--- src/core/aocc_pkg.sv ---
// constants and types of the adc output and clock configuration register bank
package aocc_pkg;

    // register access and sample port widths
    localparam int unsigned AOCC_ADDR_W = 13;
    localparam int unsigned AOCC_DATA_W = 8;
    localparam int unsigned AOCC_SMP_W  = 14;

    // register offsets
    localparam logic [12:0] AOCC_ADR_SELF_TEST  = 13'h000e;
    localparam logic [12:0] AOCC_ADR_SERVO      = 13'h000f;
    localparam logic [12:0] AOCC_ADR_OFFSET     = 13'h0010;
    localparam logic [12:0] AOCC_ADR_OUT_MODE   = 13'h0014;
    localparam logic [12:0] AOCC_ADR_CLK_PHASE  = 13'h0016;
    localparam logic [12:0] AOCC_ADR_CLK_DELAY  = 13'h0017;
    localparam logic [12:0] AOCC_ADR_REF_RANGE  = 13'h0018;
    localparam logic [12:0] AOCC_ADR_SIG_LOW    = 13'h0024;

    // reset values
    localparam logic [7:0] AOCC_RST_SELF_TEST = 8'h04;
    localparam logic [7:0] AOCC_RST_SERVO     = 8'h00;
    localparam logic [7:0] AOCC_RST_OFFSET    = 8'h00;
    localparam logic [7:0] AOCC_RST_OUT_MODE  = 8'h00;
    localparam logic [7:0] AOCC_RST_CLK_PHASE = 8'h00;
    localparam logic [7:0] AOCC_RST_CLK_DELAY = 8'h00;
    localparam logic [7:0] AOCC_RST_REF_RANGE = 8'hc0;

    // writable bit masks, open bits read as zero
    localparam logic [7:0] AOCC_MSK_SELF_TEST = 8'h05;
    localparam logic [7:0] AOCC_MSK_SERVO     = 8'h01;
    localparam logic [7:0] AOCC_MSK_OUT_MODE  = 8'hff;
    localparam logic [7:0] AOCC_MSK_CLK_PHASE = 8'h87;
    localparam logic [7:0] AOCC_MSK_CLK_DELAY = 8'h1f;
    localparam logic [7:0] AOCC_MSK_REF_RANGE = 8'hc0;

    // field positions
    localparam int unsigned AOCC_BIT_TEST_EN    = 0;
    localparam int unsigned AOCC_BIT_TEST_RST   = 2;
    localparam int unsigned AOCC_BIT_SERVO_EN   = 0;
    localparam int unsigned AOCC_BIT_INVERT     = 2;
    localparam int unsigned AOCC_BIT_OUT_OFF    = 4;
    localparam int unsigned AOCC_BIT_INTERLEAVE = 5;
    localparam int unsigned AOCC_BIT_OUT_TYPE   = 6;
    localparam int unsigned AOCC_BIT_DRIVE      = 7;
    localparam int unsigned AOCC_BIT_DCLK_INV   = 7;
    localparam int unsigned AOCC_FMT_LSB        = 0;
    localparam int unsigned AOCC_PHASE_LSB      = 0;
    localparam int unsigned AOCC_DELAY_LSB      = 0;
    localparam int unsigned AOCC_REF_LSB        = 6;

    // output data formats
    typedef enum logic [1:0] {
        AOCC_FMT_OFFSET_BIN  = 2'h0,
        AOCC_FMT_TWOS        = 2'h1,
        AOCC_FMT_GRAY        = 2'h2,
        AOCC_FMT_OFFSET_BIN2 = 2'h3
    } aocc_fmt_type;

    // output data clock delay scaling
    localparam int unsigned AOCC_DCLK_FULL_PS = 2500;
    localparam int unsigned AOCC_DCLK_STEPS   = 31;
    localparam int unsigned AOCC_DCLK_PS_W    = 12;

    // clock divider phase taps
    localparam int unsigned AOCC_PHASE_TAPS = 7;

    // signature feedback polynomial taps
    localparam logic [15:0] AOCC_SIG_POLY = 16'h002d;

endpackage : aocc_pkg

--- src/core/aocc_regs.sv ---
// adc output and clock configuration register bank with its data formatting path
`timescale 1ns/1ns
`default_nettype none

module aocc_regs
    import aocc_pkg::*;
(
    // clock and reset
    input  wire logic                      clk_i,
    input  wire logic                      rst_n_i,
    // register access from the serial port front end
    input  wire logic [AOCC_ADDR_W-1:0]    reg_addr_i,
    input  wire logic [AOCC_DATA_W-1:0]    reg_wdata_i,
    input  wire logic                      reg_wr_i,
    input  wire logic                      reg_rd_i,
    output logic      [AOCC_DATA_W-1:0]    reg_rdata_o,
    // converter samples, offset binary
    input  wire logic [AOCC_SMP_W-1:0]     sample_i,
    output logic      [AOCC_SMP_W-1:0]     data_o,
    // output driver control
    input  wire logic                      output_disable_pin_i,
    output logic                           outputs_enable_o,
    output logic                           lvds_mode_o,
    output logic                           reduced_swing_o,
    output logic                           interleave_o,
    // clock path
    input  wire logic                      div_tick_i,
    output logic                           div_tick_o,
    output logic                           output_data_clock_invert_o,
    output logic      [AOCC_DCLK_PS_W-1:0] output_data_clock_delay_ps_o,
    // analog controls
    output logic                           servo_enable_o,
    output logic      [1:0]                ref_range_o
);

    logic [7:0]  self_test_r;
    logic [7:0]  servo_r;
    logic [7:0]  offset_r;
    logic [7:0]  out_mode_r;
    logic [7:0]  clk_phase_r;
    logic [7:0]  clk_delay_r;
    logic [7:0]  ref_range_r;
    logic [15:0] sig_r;
    logic [15:0] sig_nxt;
    logic [7:0]  rdata_nxt;
    logic        pin_meta_r;
    logic        pin_sync_r;
    logic [AOCC_PHASE_TAPS-1:0] tap_r;
    logic [2:0]  phase;
    logic signed [14:0] trim_sum;
    logic signed [13:0] trim_sat;
    logic [13:0] code_twos;
    logic [13:0] code_ob;
    logic [13:0] data_nxt;
    aocc_fmt_type fmt;

    // register writes; bit 3 of output mode is stored but steers nothing
    always_ff @(posedge clk_i or negedge rst_n_i) begin
        if (!rst_n_i) begin
            self_test_r <= AOCC_RST_SELF_TEST;
            servo_r     <= AOCC_RST_SERVO;
            offset_r    <= AOCC_RST_OFFSET;
            out_mode_r  <= AOCC_RST_OUT_MODE;
            clk_phase_r <= AOCC_RST_CLK_PHASE;
            clk_delay_r <= AOCC_RST_CLK_DELAY;
            ref_range_r <= AOCC_RST_REF_RANGE;
        end else if (reg_wr_i) begin
            unique case (reg_addr_i)
                AOCC_ADR_SELF_TEST: self_test_r <= reg_wdata_i & AOCC_MSK_SELF_TEST;
                AOCC_ADR_SERVO:     servo_r     <= reg_wdata_i & AOCC_MSK_SERVO;
                AOCC_ADR_OFFSET:    offset_r    <= reg_wdata_i;
                AOCC_ADR_OUT_MODE:  out_mode_r  <= reg_wdata_i & AOCC_MSK_OUT_MODE;
                AOCC_ADR_CLK_PHASE: clk_phase_r <= reg_wdata_i & AOCC_MSK_CLK_PHASE;
                AOCC_ADR_CLK_DELAY: clk_delay_r <= reg_wdata_i & AOCC_MSK_CLK_DELAY;
                AOCC_ADR_REF_RANGE: ref_range_r <= reg_wdata_i & AOCC_MSK_REF_RANGE;
                default: ; // read-only and unmapped writes are dropped
            endcase
        end
    end

    // read mux, unmapped addresses read zero
    always_comb begin
        unique case (reg_addr_i)
            AOCC_ADR_SELF_TEST: rdata_nxt = self_test_r;
            AOCC_ADR_SERVO:     rdata_nxt = servo_r;
            AOCC_ADR_OFFSET:    rdata_nxt = offset_r;
            AOCC_ADR_OUT_MODE:  rdata_nxt = out_mode_r;
            AOCC_ADR_CLK_PHASE: rdata_nxt = clk_phase_r;
            AOCC_ADR_CLK_DELAY: rdata_nxt = clk_delay_r;
            AOCC_ADR_REF_RANGE: rdata_nxt = ref_range_r;
            AOCC_ADR_SIG_LOW:   rdata_nxt = sig_r[7:0];
            default:            rdata_nxt = 8'h00;
        endcase
    end

    // read data held until the next read
    always_ff @(posedge clk_i or negedge rst_n_i) begin
        if (!rst_n_i) begin
            reg_rdata_o <= 8'h00;
        end else if (reg_rd_i) begin
            reg_rdata_o <= rdata_nxt;
        end
    end

    // the disable pin is asynchronous to the converter clock
    always_ff @(posedge clk_i or negedge rst_n_i) begin
        if (!rst_n_i) begin
            pin_meta_r <= 1'b1;
            pin_sync_r <= 1'b1;
        end else begin
            pin_meta_r <= output_disable_pin_i;
            pin_sync_r <= pin_meta_r;
        end
    end

    // driver controls from the registers; output enable is also gated by the synced disable pin
    assign outputs_enable_o           = ~pin_sync_r & ~out_mode_r[AOCC_BIT_OUT_OFF];
    assign lvds_mode_o                = out_mode_r[AOCC_BIT_OUT_TYPE];
    assign reduced_swing_o            = out_mode_r[AOCC_BIT_DRIVE];
    assign interleave_o               = out_mode_r[AOCC_BIT_INTERLEAVE];
    assign output_data_clock_invert_o = clk_phase_r[AOCC_BIT_DCLK_INV];
    assign servo_enable_o             = servo_r[AOCC_BIT_SERVO_EN];
    assign ref_range_o                = ref_range_r[AOCC_REF_LSB +: 2];

    // divider phase: a tapped delay line, phase 0 is the undelayed tick
    assign phase = clk_phase_r[AOCC_PHASE_LSB +: 3];
    always_ff @(posedge clk_i or negedge rst_n_i) begin
        if (!rst_n_i) begin
            tap_r <= '0;
        end else begin
            tap_r <= {tap_r[AOCC_PHASE_TAPS-2:0], div_tick_i};
        end
    end
    assign div_tick_o = (phase == 3'h0) ? div_tick_i : tap_r[phase - 3'h1];

    // output clock delay in picoseconds, rounded to the nearest ps so code 1 reports 81;
    // the divide is by a constant so it folds to logic
    always_ff @(posedge clk_i or negedge rst_n_i) begin
        if (!rst_n_i) begin
            output_data_clock_delay_ps_o <= '0;
        end else begin
            output_data_clock_delay_ps_o <= AOCC_DCLK_PS_W'(
                (17'(clk_delay_r[AOCC_DELAY_LSB +: 5]) * 17'(AOCC_DCLK_FULL_PS)
                 + 17'(AOCC_DCLK_STEPS / 2)) / 17'(AOCC_DCLK_STEPS));
        end
    end

    // trim in twos complement space, saturating so a trim never wraps full scale
    always_comb begin
        trim_sum = 15'(signed'({~sample_i[13], sample_i[12:0]}))
                 + 15'(signed'(offset_r));
        if (trim_sum > 15'sd8191) begin
            trim_sat = 14'sh1fff;
        end else if (trim_sum < -15'sd8192) begin
            trim_sat = 14'sh2000;
        end else begin
            trim_sat = trim_sum[13:0];
        end
    end

    // invert then encode
    assign fmt       = aocc_fmt_type'(out_mode_r[AOCC_FMT_LSB +: 2]);
    assign code_twos = out_mode_r[AOCC_BIT_INVERT] ? ~trim_sat : trim_sat;
    assign code_ob   = {~code_twos[13], code_twos[12:0]};
    always_comb begin
        unique case (fmt)
            AOCC_FMT_TWOS: data_nxt = code_twos;
            AOCC_FMT_GRAY: data_nxt = code_ob ^ (code_ob >> 1);
            default:       data_nxt = code_ob;
        endcase
    end

    always_ff @(posedge clk_i or negedge rst_n_i) begin
        if (!rst_n_i) begin
            data_o <= '0;
        end else begin
            data_o <= data_nxt;
        end
    end

    // self-test signature over the formatted data; the reset bit holds it cleared
    assign sig_nxt = {sig_r[14:0], ^(sig_r & AOCC_SIG_POLY)} ^ {2'h0, data_nxt};
    always_ff @(posedge clk_i or negedge rst_n_i) begin
        if (!rst_n_i) begin
            sig_r <= '0;
        end else if (self_test_r[AOCC_BIT_TEST_RST]) begin
            sig_r <= '0;
        end else if (self_test_r[AOCC_BIT_TEST_EN]) begin
            sig_r <= sig_nxt;
        end
    end

    // helper: cycles since the phase register was last written, saturating at 8
    logic [3:0] phase_age_r;
    always_ff @(posedge clk_i or negedge rst_n_i) begin
        if (!rst_n_i) begin
            phase_age_r <= '0;
        end else if (reg_wr_i && reg_addr_i == AOCC_ADR_CLK_PHASE) begin
            phase_age_r <= '0;
        end else if (phase_age_r != 4'h8) begin
            phase_age_r <= phase_age_r + 4'h1;
        end
    end

    AST_TRIM_ZERO_PASS: assert property (@(posedge clk_i) disable iff (!rst_n_i)
        (offset_r == 8'h00 && fmt == AOCC_FMT_TWOS && !out_mode_r[AOCC_BIT_INVERT])
        |=> data_o == {~$past(sample_i[13]), $past(sample_i[12:0])})
        else $error("zero trim altered the sample");
    AST_TRIM_SAT_HIGH: assert property (@(posedge clk_i) disable iff (!rst_n_i)
        (sample_i == 14'h3fff && !offset_r[7] && fmt == AOCC_FMT_TWOS
         && !out_mode_r[AOCC_BIT_INVERT]) |=> data_o == 14'h1fff)
        else $error("positive trim wrapped past full scale");
    AST_FMT_OB_TWOS: assert property (@(posedge clk_i) disable iff (!rst_n_i)
        (fmt == AOCC_FMT_OFFSET_BIN || fmt == AOCC_FMT_OFFSET_BIN2)
        |=> data_o == {~$past(code_twos[13]), $past(code_twos[12:0])})
        else $error("offset binary output mismatch");
    AST_FMT_GRAY: assert property (@(posedge clk_i) disable iff (!rst_n_i)
        fmt == AOCC_FMT_GRAY |=> (data_o[13] == ~$past(code_twos[13]))
        && (data_o[12] == ($past(code_twos[13]) ^ ~$past(code_twos[12]))))
        else $error("gray output top bits mismatch");
    AST_PHASE_SEVEN: assert property (@(posedge clk_i) disable iff (!rst_n_i)
        (phase == 3'h7 && phase_age_r == 4'h8) |-> div_tick_o == $past(div_tick_i, 7))
        else $error("phase seven delay wrong");
    AST_PHASE_NONE: assert property (@(posedge clk_i) disable iff (!rst_n_i)
        phase == 3'h0 |-> div_tick_o == div_tick_i)
        else $error("phase zero added delay");
    AST_DCLK_FULL: assert property (@(posedge clk_i) disable iff (!rst_n_i)
        clk_delay_r[4:0] == 5'h1f [*2] |-> output_data_clock_delay_ps_o == 12'h9c4)
        else $error("full code delay not 2500 ps");
    AST_DCLK_ONE: assert property (@(posedge clk_i) disable iff (!rst_n_i)
        clk_delay_r[4:0] == 5'h01 [*2] |-> output_data_clock_delay_ps_o == 12'h051)
        else $error("one code delay not 81 ps");
    AST_CMOS_DEFAULT: assert property (@(posedge clk_i) disable iff (!rst_n_i)
        (lvds_mode_o && !$past(lvds_mode_o)) |->
        $past(reg_wr_i && reg_addr_i == AOCC_ADR_OUT_MODE && reg_wdata_i[AOCC_BIT_OUT_TYPE]))
        else $error("lvds entered without a write");

    COV_LVDS_ON: cover property (@(posedge clk_i) disable iff (!rst_n_i)
        $rose(lvds_mode_o) ##[1:20] outputs_enable_o);
    COV_GRAY_OUT: cover property (@(posedge clk_i) disable iff (!rst_n_i)
        fmt == AOCC_FMT_GRAY ##1 data_o != 14'h0000);
    COV_PHASE_TICK: cover property (@(posedge clk_i) disable iff (!rst_n_i)
        phase == 3'h7 && div_tick_o);
    COV_SIG_RUN: cover property (@(posedge clk_i) disable iff (!rst_n_i)
        sig_r[7:0] != 8'h00);

endmodule : aocc_regs

`default_nettype wire

--- config.mk ---
export PLATFORM = sky130hd
export DESIGN_NAME = aocc_regs
export DESIGN_NICKNAME = d
export VERILOG_FILES = /design/src/core/aocc_pkg.sv /design/src/core/aocc_regs.sv
export SDC_FILE = /design/constraint.sdc
export NUM_CORES = 1
export LEC_CHECK = 0
export CAP_MARGIN = 20
export CORE_MARGIN = 4
export CORE_UTILIZATION = 55
export DETAILED_ROUTE_END_ITERATION = 16
export DONT_BUFFER_PORTS = 1
export PLACE_DENSITY = 0.73
export SLEW_MARGIN = 20
export SYNTH_ARGS = -nofsm -noshare
export SYNTH_HDL_FRONTEND = slang
export SYNTH_SLANG_ARGS = --single-unit
--- constraint.sdc ---
create_clock -name clk_i -period 14.92 [get_ports clk_i]
set_input_delay 0.746 -clock clk_i [delete_from_list [all_inputs] [get_ports clk_i]]
set_output_delay 0.746 -clock clk_i [all_outputs]
set_load 0.02 [all_outputs]
==> run_results.csv <==
group,metric,value,unit
status,status,"completed",
worst_hold_path,min_path_type,"input port to asynchronous set/reset pin",
power,p_leak,3.94,nW
yosys,synth-seq-area-share,22.1,%
final_layout,n_fill_cell,1468,
yosys,syn_inst,1083,
critical_path,crit_start,"clk_delay_r[3]$_DFFE_PN0P_",
critical_path,arrival,14.13,ns
floorplan,io_pins,84,
timing,fin_crit,13.93,ns
yosys,yosysWarnings,0,
floorplan,die-width,137,microns
clocking,clkLatencyLatePin,0.34,ns
yosys,synth_area,9190,sq um
final_layout,fin_area,9670,sq um
route,viasPerCell,6.59,
timing,setup_violations,0,
final_layout,layout-area-overhead-vs-synth,5.24,%
clocking,cts_max_level,3,
floorplan,die_h,137,microns
yosys,ys_top_cells_by_area,"dfrtp_1, ha_1, xnor2_1",
route,dr.first_iter.drc_count,635,
critical_path,crit_end,"output_data_clock_delay_ps_o[0]$_DFF_PN0_",
floorplan,core,16100,sq um
yosys,syn_nets,1179,
place,place.gp.congestion,0.966,
critical_path,critical_path.most_common_cell,"ha_1",
route,dr.pass1.iters,5,
timing,grt_setup_unrepaired,"false",
route,drc_errors,0,
clocking,cts_made_buffers,9,
yosys,avgSynthCellArea,8.48,sq um
clocking,clkTransAtPathRegs,0.07,ns
grt,grt_pass1_vias,8213,
critical_path,crit_type,"flop to flop",
timing,final_max_slew_viol_count,0,
critical_path,r2r_slack,0.99,ns
critical_path,critPathSlowestCell,"a32oi_1",
power,cellPowerDensity,54.5,nW/um^2
place,portBuffers,0,
yosys,synth_commonest_cells,"nor2_1, dfrtp_1, nand2_1",
grt,grt_overflow,0,
clocking,clock-sinks,81,
grt,grt_pass1_wl,41.5,mm
critical_path,timing.rr.end,"output_data_clock_delay_ps_o[0]$_DFF_PN0_",
critical_path,rr_worst_depth,46,
timing,setup_ws,0.993,ns
yosys,netlist.area_leader.share,20.7,%
route,dr_total_vias,8472,
floorplan,initial_core_util,57.0,%
route,drt-wirelength-per-cell,19.6,microns
grt,antenna_found_initial,0,
place,dp_slack,1.17,ns
final_layout,multiInputGateArea,6800,sq um
final_layout,drive_gt1_share,12.2,%
timing,fin_crit_sh,93.3,%
yosys,synth_edf_count,0,
flow_run,maxCapViolations,0,
final_layout,final_nets,1161,
yosys,async_reset_ff_share,100,%
yosys,ys_types,111,
timing,max_clock_freq,0.0718,GHz
grt,grt_max_degree,82,
clocking,clock_path_buffers,2,
critical_path,crit_path_start_kind,"flop",
power,peakVddDrop,0.0727,mV
critical_path,r2r-start,"clk_delay_r[3]$_DFFE_PN0P_",
yosys,synth_area_leader_cell,"dfrtp_1",
route,ant_nets,0,
final_layout,antennaDiodeCount,0,
floorplan,die-area,18800,sq um
place,hpwlAfterDp,19.3,mm
final_layout,seq_area,2030,sq um
clocking,root_buffer,"clkbuf_16",
critical_path,worstPathMaxFanout,13,
critical_path,required,15.13,ns
yosys,yosysMostFrequentCell,"nor2_1",
timing,relSlewSlack,34.2,%
timing,worst_slew_pin_slew,0.987,ns
place,post_dp_cell_area,9360,sq um
critical_path,critPathMaxStageDelay,0.76,ns
route,drt_wl_total,25.2,mm
yosys,synth_seq_cells,81,
yosys,synthFlopType,"dfrtp_1",
grt,grt_usage,27.1,%
timing,finalHoldViolCount,0,
floorplan,placementRows,46,
timing,totalNegativeSetupSlack,0,ns
clocking,cts_tree,"done",
timing,finClkSkew,0.0135,ns
critical_path,critPathCaptureType,"flop",
==> cell families (layout without fill, tap and decap cells) <==
logic type / count (synthesis) / in the layout / share of synthesized area, %
AND/OR/NAND/NOR: 369 / 369 / 21.5
AO/OA/AOI/OAI: 326 / 326 / 27.3
XOR/XNOR: 93 / 93 / 9.15
buffers and inverters: 91 / 78 / 3.92
flip-flops: 81 / 81 / 22.1
multiplexers: 68 / 68 / 8.16
adder cells (fa/ha/maj): 55 / 55 / 7.90
==> worst max-delay path, delay by kind of cell, from the launching register on <==
kind                       cells  cell delay [ns]
AOI/OAI and AO/OA             15             4.21
xor gates and xnor gates       1             0.25
adders and majority gates      6             2.02
buffers and inverters          6             0.86
DFF                            1             0.62
muxes                          4             1.35
and+or+nand+nor               14             4.42
==> final cells by class <==
type                    count  area share (%)
multi-input cells         911            70.3
well taps                 216            2.79
inverters                  55            2.13
clock buffers              11            2.61
repair buffers              7           0.543
clock inverters             5           0.621
flip-flops and latches     81            21.0
==> registers in the layout, summed over array words and instances, names as in the netlist <==
name and flops:
ref_range_r 2, out_mode_r 8, offset_r 8, reg_rdata_o 8, clk_phase_r 4, sig_r 8, pin_sync_r 1, pin_meta_r 1
servo_r 1, data_o 14, tap_r 7, self_test_r 2, output_data_clock_delay_ps_o 12, clk_delay_r 5
==> where the power goes <==
part | internal [mW] | switching, mW
registers | 0.226 | 0.00945
logic | 0.0214 | 0.0283
clock network | 0.140 | 0.101
==> how the worst min path moves through the flow <==
stage / from / endpoint / slack (ns) / cells past startpoint
4_1_cts: rst_n_i / output_data_clock_delay_ps_o[8]$_DFF_PN0_ / 0.09 / 0
3_5_place_dp: pin_meta_r$_DFF_PN1_ / pin_sync_r$_DFF_PN1_ / 0.35 / 0
3_3_place_gp: pin_meta_r$_DFF_PN1_ / pin_sync_r$_DFF_PN1_ / 0.35 / 0
6_report: rst_n_i / offset_r[1]$_DFFE_PN0P_ / 0.1 / 0
5_1_grt: rst_n_i / sig_r[7]$_DFFE_PN0P_ / 0.09 / 0
2_1_floorplan: pin_meta_r$_DFF_PN1_ / pin_sync_r$_DFF_PN1_ / 0.35 / 0
==> stage by stage <==
stage	power (mW)	util, %	hold slack (ns)	std cells
6_report	0.527	60.0	0.0983	1286
5_1_grt	0.545	60.0	0.0856	1286
4_1_cts	0.528	60.0	0.0866	1286
3_5_place_dp	0.289	58.1	0.347	1270
3_3_place_gp	0.288	58.1	0.347	1270
2_1_floorplan	0.280	-	0.345	1083
==> cells in the final DEF, fill, tap and decap left out, types with 7 or more instances in the layout <==
cell type / instances
nor3_1: 30
a221oi_1: 9
buf_4: 7
ha_1: 50
nor3b_1: 7
nor2_1: 92
nand4_1: 12
nor2b_1: 11
dfrtp_1: 76
nand3_1: 35
mux2i_1: 25
a21o_1: 12
o21a_1: 9
xnor2_1: 63
nand2_1: 76
or2_2: 11
o21bai_1: 9
o21ai_0: 39
clkbuf_16: 9
o22ai_1: 19
nand4b_1: 8
o211ai_1: 13
and2_1: 15
a31oi_1: 9
inv_1: 50
or4_1: 7
a21oi_1: 56
nand2b_1: 13
xor2_1: 28
nor4_1: 10
a211oi_1: 23
mux2_2: 41
==> layer usage <==
layer  global-route usage [%]  wire length [microns]  vias to the layer above
met5                        0                      0                        -
met4                     8.48                    597                        0
met3                     6.76                   1880                       49
met2                     44.9                  11800                      325
met1                     34.9                  10900                     4026
li1                         -                      -                     4072
==> repair_timing <==
action,4_1_cts,5_1_grt
setup endpoints to repair,0,1
hold buffers,0,0
resized for setup,0,1
setup buffers,0,0
hold endpoints to repair,0,0
No activity file was read; power rests on OpenSTA's default activity.
